`src/tdla_params.svh`:
```
// texture download / address block constants
// assumes inclusion by tdla_top
`ifndef TDLA_PARAMS_SVH
`define TDLA_PARAMS_SVH

// ----------------------------------------
// register offsets (byte addresses)
// ----------------------------------------
`define TDLA_OFF_DATA      12'h000
`define TDLA_OFF_WPTR      12'h004
`define TDLA_OFF_BASE      12'h008
`define TDLA_OFF_FETCH     12'h00c
`define TDLA_OFF_FRAG      12'h010
`define TDLA_OFF_STATUS    12'h014
`define TDLA_OFF_LASTADDR  12'h018
`define TDLA_OFF_LASTBYTE  12'h01c
`define TDLA_OFF_CONV      12'h020

// ----------------------------------------
// texel fetch control fields
// ----------------------------------------
`define TDLA_FC_WLO_LSB    0
`define TDLA_FC_WMID_LSB   3
`define TDLA_FC_WHI_LSB    6
`define TDLA_FC_ORIGIN_BIT 9
`define TDLA_FC_BPT_LSB    10
`define TDLA_FC_FMT_LSB    12

// ----------------------------------------
// reset values
// ----------------------------------------
`define TDLA_RST_WPTR      24'h000000
`define TDLA_RST_BASE      24'h000000
`define TDLA_RST_FETCH     16'h0000
`define TDLA_RST_CONV      4'h0

// ----------------------------------------
// timing
// ----------------------------------------
`define TDLA_FIFO_DEPTH    16
`define TDLA_ADDR_LAT      2

`endif

```
`src/tdla_pkg.sv`:
```
// types of the texture download / address block
// assumes tdla_params.svh beside it
`default_nettype none
package tdla_pkg;
  typedef enum logic [2:0] {
    TDLA_ADDR_IDLE = 3'b001,
    TDLA_ADDR_CALC = 3'b010,
    TDLA_ADDR_OUT  = 3'b100
  } tdla_addr_state_type;

  typedef enum logic [0:0] {
    TDLA_ORIGIN_BOTTOM = 1'b0,
    TDLA_ORIGIN_TOP    = 1'b1
  } tdla_origin_type;
endpackage : tdla_pkg
`default_nettype wire

```
`src/tdla_fifo.sv`:
```
// synchronous valid/ready fifo for downloaded words
// assumes a single clock and asynchronous active high reset
`timescale 1ns/1ps
`default_nettype none
module tdla_fifo #(
  parameter int WIDTH = 56,
  parameter int DEPTH = 16
) (
  input  wire logic             clk_sys,
  input  wire logic             rst,
  input  wire logic [WIDTH-1:0] in_data,
  input  wire logic             in_valid,
  output logic                  in_ready,
  output logic [WIDTH-1:0]      out_data,
  output logic                  out_valid,
  input  wire logic             out_ready
);
  localparam int AW = $clog2(DEPTH);

  logic [WIDTH-1:0] mem_ff [DEPTH];
  logic [AW-1:0]    wr_ptr_ff;
  logic [AW-1:0]    rd_ptr_ff;
  logic [AW:0]      count_ff;
  logic [WIDTH-1:0] out_data_ff;
  logic             out_valid_ff;
  wire              push;
  wire              pop;
  wire              load_out;

  // ----------------------------------------
  // handshakes
  // ----------------------------------------
  assign load_out  = (count_ff != '0) && (!out_valid_ff || out_ready);
  assign push      = in_valid && in_ready;
  assign pop       = load_out;
  assign in_ready  = (count_ff != (AW+1)'(DEPTH));
  assign out_data  = out_data_ff;
  assign out_valid = out_valid_ff;

  always_ff @(posedge clk_sys) begin
    if (push) begin
      mem_ff[wr_ptr_ff] <= in_data;
    end
  end

  always_ff @(posedge clk_sys or posedge rst) begin
    if (rst) begin
      wr_ptr_ff    <= '0;
      rd_ptr_ff    <= '0;
      count_ff     <= '0;
      out_valid_ff <= 1'b0;
      out_data_ff  <= '0;
    end else begin
      if (push) begin
        wr_ptr_ff <= wr_ptr_ff + 1'b1;
      end
      if (pop) begin
        rd_ptr_ff   <= rd_ptr_ff + 1'b1;
        out_data_ff <= mem_ff[rd_ptr_ff];
      end
      if (load_out) begin
        out_valid_ff <= 1'b1;
      end else if (out_ready) begin
        out_valid_ff <= 1'b0;
      end
      count_ff <= count_ff + (AW+1)'(push) - (AW+1)'(pop);
    end
  end
endmodule : tdla_fifo
`default_nettype wire

```
`src/tdla_top.sv`:
```
// texture memory front end: raw download path and texel address generator
// assumes an apb master on clk_sys, a texture memory write port, and a
// texture read stage that takes addresses with valid/ready
//
// Contract
// each downloaded word is 32 bits and stored exactly as written
// words go to consecutive addresses from the write pointer, which auto increments
// host supplies any patched layout itself; no patching here
// download needs no rasterizer setup and leaves pipeline state unchanged
// host sets colour conversion to texture format during formatted loads
// address stage produces S and T addresses and passes them to texture read
// bottom-left origin: address is base minus T times width plus S
// top-left origin: address is base plus T times width plus S
// map width limited to a supported subset, coded in three fields
// address map width is independent of wrap or clamp width and height
// byte address is texel address times bytes per texel
// any framebuffer format plus YUV and 4-bit index accepted
// fragments failing scissor or stipple never cause a texture access
// three width code fields map to the width through a fixed table
//
// Added by the designer: the register offsets and the APB register port.
`timescale 1ns/1ps
`default_nettype none
`include "tdla_params.svh"
module tdla_top #(
  parameter int ADDR_W = 24,
  parameter int FDEPTH = `TDLA_FIFO_DEPTH
) (
  input  wire logic                   clk_sys,
  input  wire logic                   rst,
  input  wire logic                   psel,
  input  wire logic                   penable,
  input  wire logic                   pwrite,
  input  wire logic [11:0]            paddr,
  input  wire logic [31:0]            pwdata,
  output logic [31:0]                 prdata,
  output logic                        pready,
  output logic                        pslverr,
  output logic                        mem_wr_valid,
  output logic [ADDR_W-1:0]           mem_wr_addr,
  output logic [31:0]                 mem_wr_data,
  input  wire logic                   mem_wr_ready,
  input  wire logic                   frag_valid,
  input  wire logic                   frag_pass,
  input  wire logic [11:0]            frag_s,
  input  wire logic [11:0]            frag_t,
  output logic                        frag_ready,
  output logic                        tex_valid,
  output logic [ADDR_W-1:0]           tex_texel_addr,
  output logic [ADDR_W+1:0]           tex_byte_addr,
  output logic [3:0]                  tex_format,
  input  wire logic                   tex_ready,
  output logic [3:0]                  colour_conversion_control
);
  import tdla_pkg::*;

  // ----------------------------------------
  // width code table
  // ----------------------------------------
  // each code field selects zero or a power-of-two term; sum gives the map width
  function automatic logic [11:0] width_term(input logic [2:0] code);
    case (code)
      3'h0:    width_term = 12'h000;
      3'h1:    width_term = 12'h020;
      3'h2:    width_term = 12'h040;
      3'h3:    width_term = 12'h080;
      3'h4:    width_term = 12'h100;
      3'h5:    width_term = 12'h200;
      3'h6:    width_term = 12'h400;
      default: width_term = 12'h800;
    endcase
  endfunction : width_term

  function automatic logic [2:0] bytes_per_texel(input logic [1:0] code);
    case (code)
      2'h0:    bytes_per_texel = 3'h1;
      2'h1:    bytes_per_texel = 3'h2;
      2'h2:    bytes_per_texel = 3'h4;
      default: bytes_per_texel = 3'h4;
    endcase
  endfunction : bytes_per_texel

  // ----------------------------------------
  // registers
  // ----------------------------------------
  logic [ADDR_W-1:0]   wptr_ff;
  logic [ADDR_W-1:0]   base_ff;
  logic [15:0]         fetch_ff;
  logic [3:0]          conv_ff;
  logic [31:0]         prdata_ff;
  logic                pready_ff;
  logic                pslverr_ff;
  logic [15:0]         frag_drop_ff;
  logic [ADDR_W-1:0]   last_addr_ff;
  logic [ADDR_W+1:0]   last_byte_ff;
  logic                mem_wr_valid_ff;
  logic [ADDR_W-1:0]   mem_wr_addr_ff;
  logic [31:0]         mem_wr_data_ff;
  tdla_addr_state_type state_ff;
  logic [11:0]         s_ff;
  logic [11:0]         t_ff;
  logic [ADDR_W-1:0]   prod_ff;
  logic                frag_ready_ff;
  logic                tex_valid_ff;
  logic [ADDR_W-1:0]   tex_texel_ff;
  logic [ADDR_W+1:0]   tex_byte_ff;

  // ----------------------------------------
  // apb decode
  // ----------------------------------------
  wire       acc       = psel && penable;
  wire       sel_data  = (paddr == `TDLA_OFF_DATA);
  wire       sel_wptr  = (paddr == `TDLA_OFF_WPTR);
  wire       sel_base  = (paddr == `TDLA_OFF_BASE);
  wire       sel_fetch = (paddr == `TDLA_OFF_FETCH);
  wire       sel_frag  = (paddr == `TDLA_OFF_FRAG);
  wire       sel_stat  = (paddr == `TDLA_OFF_STATUS);
  wire       sel_last  = (paddr == `TDLA_OFF_LASTADDR);
  wire       sel_lbyte = (paddr == `TDLA_OFF_LASTBYTE);
  wire       sel_conv  = (paddr == `TDLA_OFF_CONV);
  wire       mapped    = sel_data || sel_wptr || sel_base || sel_fetch || sel_frag
                         || sel_stat || sel_last || sel_lbyte || sel_conv;
  wire       fifo_in_ready;
  // a data write waits in the access phase while the fifo is full
  wire       data_wr   = acc && pwrite && sel_data;
  wire       nxt_ready = acc && !pready_ff && (!data_wr || fifo_in_ready);
  // writes commit at the edge that completes the transfer
  wire       wr_fire   = acc && pready_ff && pwrite;
  wire       fifo_push = wr_fire && sel_data;

  // ----------------------------------------
  // download path
  // ----------------------------------------
  wire [ADDR_W+31:0] fifo_out_data;
  wire               fifo_out_valid;
  wire               fifo_out_ready = !mem_wr_valid_ff || mem_wr_ready;

  tdla_fifo #(
    .WIDTH (ADDR_W + 32),
    .DEPTH (FDEPTH)
  ) u_fifo (
    .clk_sys   (clk_sys),
    .rst       (rst),
    .in_data   ({wptr_ff, pwdata}),
    .in_valid  (fifo_push),
    .in_ready  (fifo_in_ready),
    .out_data  (fifo_out_data),
    .out_valid (fifo_out_valid),
    .out_ready (fifo_out_ready)
  );

  wire [ADDR_W-1:0] nxt_wptr = (wr_fire && sel_wptr) ? pwdata[ADDR_W-1:0] :
                               fifo_push ? wptr_ff + 1'b1 : wptr_ff;

  // ----------------------------------------
  // read mux
  // ----------------------------------------
  wire [11:0] map_width = 12'(width_term(fetch_ff[`TDLA_FC_WLO_LSB +: 3])
                        + width_term(fetch_ff[`TDLA_FC_WMID_LSB +: 3])
                        + width_term(fetch_ff[`TDLA_FC_WHI_LSB +: 3]));
  wire [31:0] nxt_rdata =
      sel_wptr  ? 32'(wptr_ff) :
      sel_base  ? 32'(base_ff) :
      sel_fetch ? 32'(fetch_ff) :
      sel_frag  ? 32'(frag_drop_ff) :
      sel_stat  ? {16'h0000, 3'h0, !fifo_in_ready, map_width} :
      sel_last  ? 32'(last_addr_ff) :
      sel_lbyte ? 32'(last_byte_ff) :
      sel_conv  ? 32'(conv_ff) : 32'h00000000;

  always_ff @(posedge clk_sys or posedge rst) begin
    if (rst) begin
      pready_ff  <= 1'b0;
      pslverr_ff <= 1'b0;
      prdata_ff  <= 32'h00000000;
    end else begin
      pready_ff  <= nxt_ready;
      pslverr_ff <= nxt_ready && !mapped;
      prdata_ff  <= (nxt_ready && !pwrite) ? nxt_rdata : 32'h00000000;
    end
  end

  always_ff @(posedge clk_sys or posedge rst) begin
    if (rst) begin
      wptr_ff  <= `TDLA_RST_WPTR;
      base_ff  <= `TDLA_RST_BASE;
      fetch_ff <= `TDLA_RST_FETCH;
      conv_ff  <= `TDLA_RST_CONV;
    end else begin
      wptr_ff <= nxt_wptr;
      if (wr_fire && sel_base) begin
        base_ff <= pwdata[ADDR_W-1:0];
      end
      if (wr_fire && sel_fetch) begin
        fetch_ff <= pwdata[15:0];
      end
      if (wr_fire && sel_conv) begin
        conv_ff <= pwdata[3:0];
      end
    end
  end

  // memory write port: word and address pass unchanged
  always_ff @(posedge clk_sys or posedge rst) begin
    if (rst) begin
      mem_wr_valid_ff <= 1'b0;
      mem_wr_addr_ff  <= '0;
      mem_wr_data_ff  <= 32'h00000000;
    end else if (fifo_out_ready) begin
      mem_wr_valid_ff <= fifo_out_valid;
      if (fifo_out_valid) begin
        mem_wr_addr_ff <= fifo_out_data[ADDR_W+31:32];
        mem_wr_data_ff <= fifo_out_data[31:0];
      end
    end
  end

  // ----------------------------------------
  // texel address generator
  // ----------------------------------------
  wire        origin_top = fetch_ff[`TDLA_FC_ORIGIN_BIT];
  wire [2:0]  bpt        = bytes_per_texel(fetch_ff[`TDLA_FC_BPT_LSB +: 2]);
  wire        take_frag  = frag_valid && frag_ready_ff;
  // operands widened first so the product is not cut to 12 bits
  wire [ADDR_W-1:0] prod = ADDR_W'(t_ff) * ADDR_W'(map_width);
  wire [ADDR_W-1:0] texel_addr = origin_top ? base_ff + prod_ff + ADDR_W'(s_ff)
                                            : base_ff - prod_ff + ADDR_W'(s_ff);
  wire [ADDR_W+1:0] byte_addr = (ADDR_W+2)'(texel_addr) * (ADDR_W+2)'(bpt);

  always_ff @(posedge clk_sys or posedge rst) begin
    if (rst) begin
      state_ff      <= TDLA_ADDR_IDLE;
      frag_ready_ff <= 1'b1;
      tex_valid_ff  <= 1'b0;
      s_ff          <= 12'h000;
      t_ff          <= 12'h000;
      prod_ff       <= '0;
      tex_texel_ff  <= '0;
      tex_byte_ff   <= '0;
      frag_drop_ff  <= 16'h0000;
      last_addr_ff  <= '0;
      last_byte_ff  <= '0;
    end else begin
      case (state_ff)
        TDLA_ADDR_IDLE: begin
          if (take_frag && frag_pass) begin
            s_ff          <= frag_s;
            t_ff          <= frag_t;
            frag_ready_ff <= 1'b0;
            state_ff      <= TDLA_ADDR_CALC;
          end else if (take_frag) begin
            frag_drop_ff <= frag_drop_ff + 1'b1;
          end
        end
        TDLA_ADDR_CALC: begin
          prod_ff  <= prod;
          state_ff <= TDLA_ADDR_OUT;
        end
        TDLA_ADDR_OUT: begin
          if (!tex_valid_ff) begin
            tex_texel_ff <= texel_addr;
            tex_byte_ff  <= byte_addr;
            last_addr_ff <= texel_addr;
            last_byte_ff <= byte_addr;
            tex_valid_ff <= 1'b1;
          end else if (tex_ready) begin
            tex_valid_ff  <= 1'b0;
            frag_ready_ff <= 1'b1;
            state_ff      <= TDLA_ADDR_IDLE;
          end
        end
        default: state_ff <= TDLA_ADDR_IDLE;
      endcase
    end
  end

  // ----------------------------------------
  // outputs
  // ----------------------------------------
  assign prdata                    = prdata_ff;
  assign pready                    = pready_ff;
  assign pslverr                   = pslverr_ff;
  assign mem_wr_valid              = mem_wr_valid_ff;
  assign mem_wr_addr               = mem_wr_addr_ff;
  assign mem_wr_data               = mem_wr_data_ff;
  assign frag_ready                = frag_ready_ff;
  assign tex_valid                 = tex_valid_ff;
  assign tex_texel_addr            = tex_texel_ff;
  assign tex_byte_addr             = tex_byte_ff;
  assign tex_format                = fetch_ff[`TDLA_FC_FMT_LSB +: 4];
  assign colour_conversion_control = conv_ff;

  // ----------------------------------------
  // assertions
  // ----------------------------------------
  property p_word_unchanged;
    @(posedge clk_sys) disable iff (rst)
      (fifo_out_valid && fifo_out_ready) |=>
        mem_wr_valid && mem_wr_data == $past(fifo_out_data[31:0]);
  endproperty
  a_word_unchanged: assert property (p_word_unchanged) else $error("word not stored");

  property p_wptr_inc;
    @(posedge clk_sys) disable iff (rst)
      (fifo_push && !(wr_fire && sel_wptr)) |=> wptr_ff == $past(wptr_ff) + 1'b1;
  endproperty
  a_wptr_inc: assert property (p_wptr_inc) else $error("write pointer did not advance");

  property p_wptr_hold;
    @(posedge clk_sys) disable iff (rst)
      !wr_fire |=> $stable(wptr_ff);
  endproperty
  a_wptr_hold: assert property (p_wptr_hold) else $error("write pointer moved idle");

  property p_base_stable_dl;
    @(posedge clk_sys) disable iff (rst)
      fifo_push |=> $stable(base_ff) && $stable(fetch_ff);
  endproperty
  a_base_stable_dl: assert property (p_base_stable_dl) else $error("download changed state");

  property p_bottom;
    @(posedge clk_sys) disable iff (rst)
      $rose(tex_valid) && !origin_top |->
        tex_texel_addr == ADDR_W'(base_ff - ADDR_W'(t_ff) * ADDR_W'(map_width) + ADDR_W'(s_ff));
  endproperty
  a_bottom: assert property (p_bottom) else $error("bottom-left address wrong");

  property p_top;
    @(posedge clk_sys) disable iff (rst)
      $rose(tex_valid) && origin_top |->
        tex_texel_addr == ADDR_W'(base_ff + ADDR_W'(t_ff) * ADDR_W'(map_width) + ADDR_W'(s_ff));
  endproperty
  a_top: assert property (p_top) else $error("top-left address wrong");

  property p_bytes;
    @(posedge clk_sys) disable iff (rst)
      tex_valid |-> tex_byte_addr == (ADDR_W+2)'(tex_texel_addr) * (ADDR_W+2)'(bpt);
  endproperty
  a_bytes: assert property (p_bytes) else $error("byte address wrong");

  property p_no_access_fail;
    @(posedge clk_sys) disable iff (rst)
      (take_frag && !frag_pass) |=> state_ff == TDLA_ADDR_IDLE && !tex_valid;
  endproperty
  a_no_access_fail: assert property (p_no_access_fail) else $error("failed fragment fetched");

  property p_gen_latency;
    @(posedge clk_sys) disable iff (rst)
      (take_frag && frag_pass) |-> ##3 tex_valid;
  endproperty
  a_gen_latency: assert property (p_gen_latency) else $error("address late");

  c_download: cover property (@(posedge clk_sys) disable iff (rst) fifo_push ##[1:10] mem_wr_valid);
  c_fifo_full: cover property (@(posedge clk_sys) disable iff (rst) !fifo_in_ready);
  c_top_addr: cover property (@(posedge clk_sys) disable iff (rst) tex_valid && origin_top);
  c_drop: cover property (@(posedge clk_sys) disable iff (rst) take_frag && !frag_pass);
endmodule : tdla_top
`default_nettype wire

```
`config.mk`:
```
export PLATFORM = sky130hd
export DESIGN_NAME = tdla_top
export DESIGN_NICKNAME = d
export VERILOG_FILES = /design/src/tdla_pkg.sv /design/src/tdla_fifo.sv /design/src/tdla_top.sv
export VERILOG_INCLUDE_DIRS = /design/src
export SDC_FILE = /design/constraint.sdc
export NUM_CORES = 2
export LEC_CHECK = 0
export BUFFER_PORTS_ARGS = -buffer_cell sky130_fd_sc_hd__buf_2
export CAP_MARGIN = 25
export CORE_AREA = 2 2 340 342
export CTS_CLUSTER_SIZE = 40
export DETAILED_ROUTE_END_ITERATION = 8
export DIE_AREA = 0 0 342 344
export PLACE_DENSITY = 0.75
export SLEW_MARGIN = 40
export SYNTH_ARGS = -nofsm -noshare
export SYNTH_HDL_FRONTEND = slang
export SYNTH_SLANG_ARGS = --single-unit
```
`constraint.sdc`:
```
create_clock -name clk_sys -period 14.15 [get_ports clk_sys]
set_input_delay 0 -clock clk_sys [delete_from_list [all_inputs] [get_ports clk_sys]]
set_output_delay 0 -clock clk_sys [all_outputs]
set_load 0.05 [all_outputs]
```
==> results by group <==
Drt
  – Via-per-instance ratio: 5.99
  – Antenna Nets Post-Route: 0
  – Routed via count: 33300
  – Remaining routing DRC violations: 0
  – First-pass DRT Iterations: 7
  – Routed Wire Length: ~150000 um
  – Wire length per cell: 26.4 um
  – Initial drt markers: 3603

Clock tree
  – Largest buffer count on any clock path: 3
  – Number of gates given a new drive strength after cts: 0
  – Number of H-tree branching levels: 3
  – TritonCTS clock tree: yes
  – Clock-pin transition on the worst setup and hold timing paths: 0.06 ns
  – Post-CTS repair timing setup buffer count: 0
  – CTS sink cnt: 1233
  – Post-CTS Hold Buffers: 89
  – Clock buffer count from CTS: 118
  – Root buffer selected by CTS: sky130_fd_sc_hd__clkbuf_16
  – Insertion delay of the later-clocked pin in the worst-skew pair: 0.74 ns

Cells and area
  – Share of cells above drive strength 1: 0.242
  – Register area: 35400 um2
  – Layout Utilization: 0.567
  – Multi-input gate area: 19700 um2
  – Fill cell count: about 8600
  – Commonest non-fill, non-tap cell in the layout: sky130_fd_sc_hd__edfxtp_1
  – Number of standard cells in the layout, taps in and fillers out: around 5600
  – Count of antenna diodes in the layout: 0
  – Commonest non-fill, non-tap cells in the layout: sky130_fd_sc_hd__edfxtp_1 (896), sky130_fd_sc_hd__dfrtp_1 (321), sky130_fd_sc_hd__nand2_1 (287)
  – Area delta synth->final: 14.3%
  – Nets@finish: 4305

Worst setup path
  – Sort of element at the end of the critical path: flip-flop
  – Critical Setup Path Class: flip-flop to flip-flop
  – Arr. time, crit path: 8.06 ns
  – Delay-heaviest family, CP: adder cells
  – Capture point of the critical path: prod_ff[21]
  – Library cell appearing most often on the critical path: sky130_fd_sc_hd__fa_1
  – CP Depth: 28
  – Buffers plus inverters on the worst setup path: 4
  – Top fanout value on the critical path: 9
  – Capture point of the worst reg-to-reg path: prod_ff[21]
  – Launching point of the worst reg2reg path: fetch_ff[5]
  – Critical Path Start: fetch_ff[5]
  – Delay contributed by the slowest stage of the critical path: 0.54 ns
  – Startpoint type of the worst setup path: flip-flop
  – Slack of the worst reg-to-reg path: ~6.6 ns
  – Required time of the critical path: 14.71 ns
  – Standard cell with the maximum stage delay on the critical path: sky130_fd_sc_hd__fa_1
  – Number of cell instances on the worst register-to-register path: 28

Floorplan
  – Floorplan die area: 118000 um2
  – Num ports: 228
  – Starting utilization of the core area: 0.496
  – Horiz. Die Dim: around 340 um
  – Core footprint: between 100000 and 150000 um2
  – Die height: 344 um
  – Placement row count: 124

STA
  – Number of pins with negative max-slew slack in the final report: 0
  – Post-route fraction of the period consumed by the critical path: 0.530
  – Transition time at the pin with the least slew margin: 0.865 ns
  – Time the final worst path needs with I/O delays and setup: 7.50 ns
  – Final-layout setup total negative slack: 0 ns
  – Count of final hold-check violations: 0
  – Clock Skews: 0.0574 ns
  – Peak Freq: 133 MHz
  – Relative max-transition margin: 0.417
  – RSZ-0062 raised after global routing: false
  – Setup-failing EPs final: 0

Yosys
  – Share of async-settable or async-resettable flops after synthesis: 0.273
  – Warnings from Yosys: 0
  – Top-area cell type share of the netlist area: 0.476
  – Number of register bits inferred by synthesis: 1233
  – Largest cells by area after synthesis: sky130_fd_sc_hd__edfxtp_1 (48%), sky130_fd_sc_hd__dfrtp_1 (15%), sky130_fd_sc_hd__mux4_2 (11%)
  – Most used DFF post-synth: sky130_fd_sc_hd__edfxtp_1
  – Post-synth design cell area: 56500 um2
  – Synth Instances: 3628
  – EDFF count, synth: 896
  – Number of library cell types mapped by synthesis: 75
  – Library cell with the largest summed area after synthesis: sky130_fd_sc_hd__edfxtp_1
  – Mean instance size in the synthesized netlist: 15.6 um2
  – Sequential cell area fraction in the yosys report: 0.626

Power
  – Peak ir drop on the vdd network: 0.139 mV
  – Lkg Pwr: 0.0256 uW
  – Pwr/cell area: 167 nW/um2

Placement
  – Port buffer count: 221
  – Final Wtd Congestion: between 0.9 and 1
  – Total placed cells including tap cells: 5256
  – Detailed Place HPWL: around 88000 um

GRT
  – Sum of overflow across all layers after global routing: 0
  – Layer carrying the most global-route usage: met2
  – Number of antenna violations at the first check in global routing: 3
  – GRT Total Usage: 0.252
  – Pin count of the biggest net entering global routing: 108
  – Vias in the first global route: 33700
  – GR met3 Demand/Resource: 0.0459
  – GR Layer Usage met2: 0.426
  – Wire length of the first global-routing pass: 219000 um
  – Met1 Track Usage GR: 0.331

Flow run
  – Max-cap check violation count: 0

Hold path
  – Hold/Removal Path Class: input port to flip-flop

Outcome
  – Outcome: completed
kinds of logic after synthesis:
group | synth area share
compound gates | 0.0504
xor+xnor | 0.0149
fa+ha+maj | 0.0732
buf+inv | 0.0292
flops | 0.626
mux | 0.149
other cells | 0.0000664
simple gates | 0.0576
where the power goes:
part           internal [uW]  total [uW]  leakage, uW  switching (uW)
Sequential              4100        4400       0.0132             300
Combinational           1360        3120       0.0105            1770
Clock                   1820        3230      0.00194            1420
Total                   7280       10800       0.0256            3480
how the worst min path moves through the flow:
stage | startpoint | to | depth (start not counted)
2_1_floorplan | pwdata[0] | u_fifo.mem_ff[0][0] | 0
3_3_place_gp | frag_s[7] | s_ff[7] | 3
3_5_place_dp | frag_s[7] | s_ff[7] | 3
4_1_cts | psel | wptr_ff[4] | 5
5_1_grt | psel | wptr_ff[4] | 5
6_report | frag_s[9] | s_ff[9] | 4
stage by stage:
step / worst slack [ns] / area (um2) / total power [uW] / hold slack, ns
after global routing: 6.26 / 64500 / 11200 / 0.0369
after global placement: 6.43 / 59400 / 7480 / 0.211
after CTS: 6.62 / 64500 / 10800 / 0.00322
final: 6.65 / 64500 / 10800 / 0.0327
after detailed placement: 6.71 / 59600 / 7550 / 0.214
after floorplan: 4.82 / 56500 / 6700 / 0.0989
per-layer routing:
layer,vias up,part of all wire
li1,14300,-
met1,17100,0.38
met2,1705,0.50
met3,267,0.087
met4,0,0.035
met5,-,0
registers in the layout, indices dropped and copies added, names as in the netlist, 5 cells and up:
| signal | cells |
|---|---|
| fetch_ff | 16 |
| s_ff | 12 |
| u_fifo.mem_ff | 896 |
| prod_ff | 19 |
| tex_byte_addr | 26 |
| tex_texel_addr | 24 |
| u_fifo.count_ff | 5 |
| frag_drop_ff | 16 |
| u_fifo.out_data | 56 |
| mem_wr_data | 32 |
| prdata | 26 |
| t_ff | 12 |
| mem_wr_addr | 24 |
| base_ff | 24 |
| wptr_ff | 24 |
Yosys cell counts, types with 16 or more instances:
master and n:
sky130_fd_sc_hd__nor2b_1 30, sky130_fd_sc_hd__nand3_1 49, sky130_fd_sc_hd__edfxtp_1 896, sky130_fd_sc_hd__mux2i_1 16, sky130_fd_sc_hd__nand2_1 288, sky130_fd_sc_hd__nand2b_1 29, sky130_fd_sc_hd__xnor2_1 58, sky130_fd_sc_hd__nor2_1 107
sky130_fd_sc_hd__ha_1 177, sky130_fd_sc_hd__o21ai_0 142, sky130_fd_sc_hd__xor2_1 38, sky130_fd_sc_hd__a21o_1 39, sky130_fd_sc_hd__buf_1 26, sky130_fd_sc_hd__a21oi_1 108, sky130_fd_sc_hd__inv_1 259, sky130_fd_sc_hd__nor3_1 31
sky130_fd_sc_hd__clkbuf_1 124, sky130_fd_sc_hd__a31oi_1 20, sky130_fd_sc_hd__and2_1 52, sky130_fd_sc_hd__a222oi_1 19, sky130_fd_sc_hd__mux2_2 172, sky130_fd_sc_hd__mux4_2 280, sky130_fd_sc_hd__dfrtp_1 335, sky130_fd_sc_hd__fa_1 96
final cells by class:
class,count,area share
Timing Repair Buffer,368,0.0405
Sequential cell,1233,0.548
Inverter,260,0.0153
Clock inverter,74,0.0120
Tap cell,1512,0.0293
Multi-Input combinational cell,1974,0.305
Clock buffer,150,0.0503
worst register-to-register path: cells and delay by family (launching register included):
| family | cells | cell delay, ns |
|---|---|---|
| AO/OA/AOI/OAI | 11 | 1.80 |
| XOR/XNOR | 2 | 0.58 |
| adder cells (fa/ha/maj) | 9 | 3.56 |
| flip-flops | 1 | 0.46 |
| buffers and inverters | 4 | 0.26 |
| AND/OR/NAND/NOR | 2 | 0.68 |
Note: power is estimated with default switching activity, not from simulation.
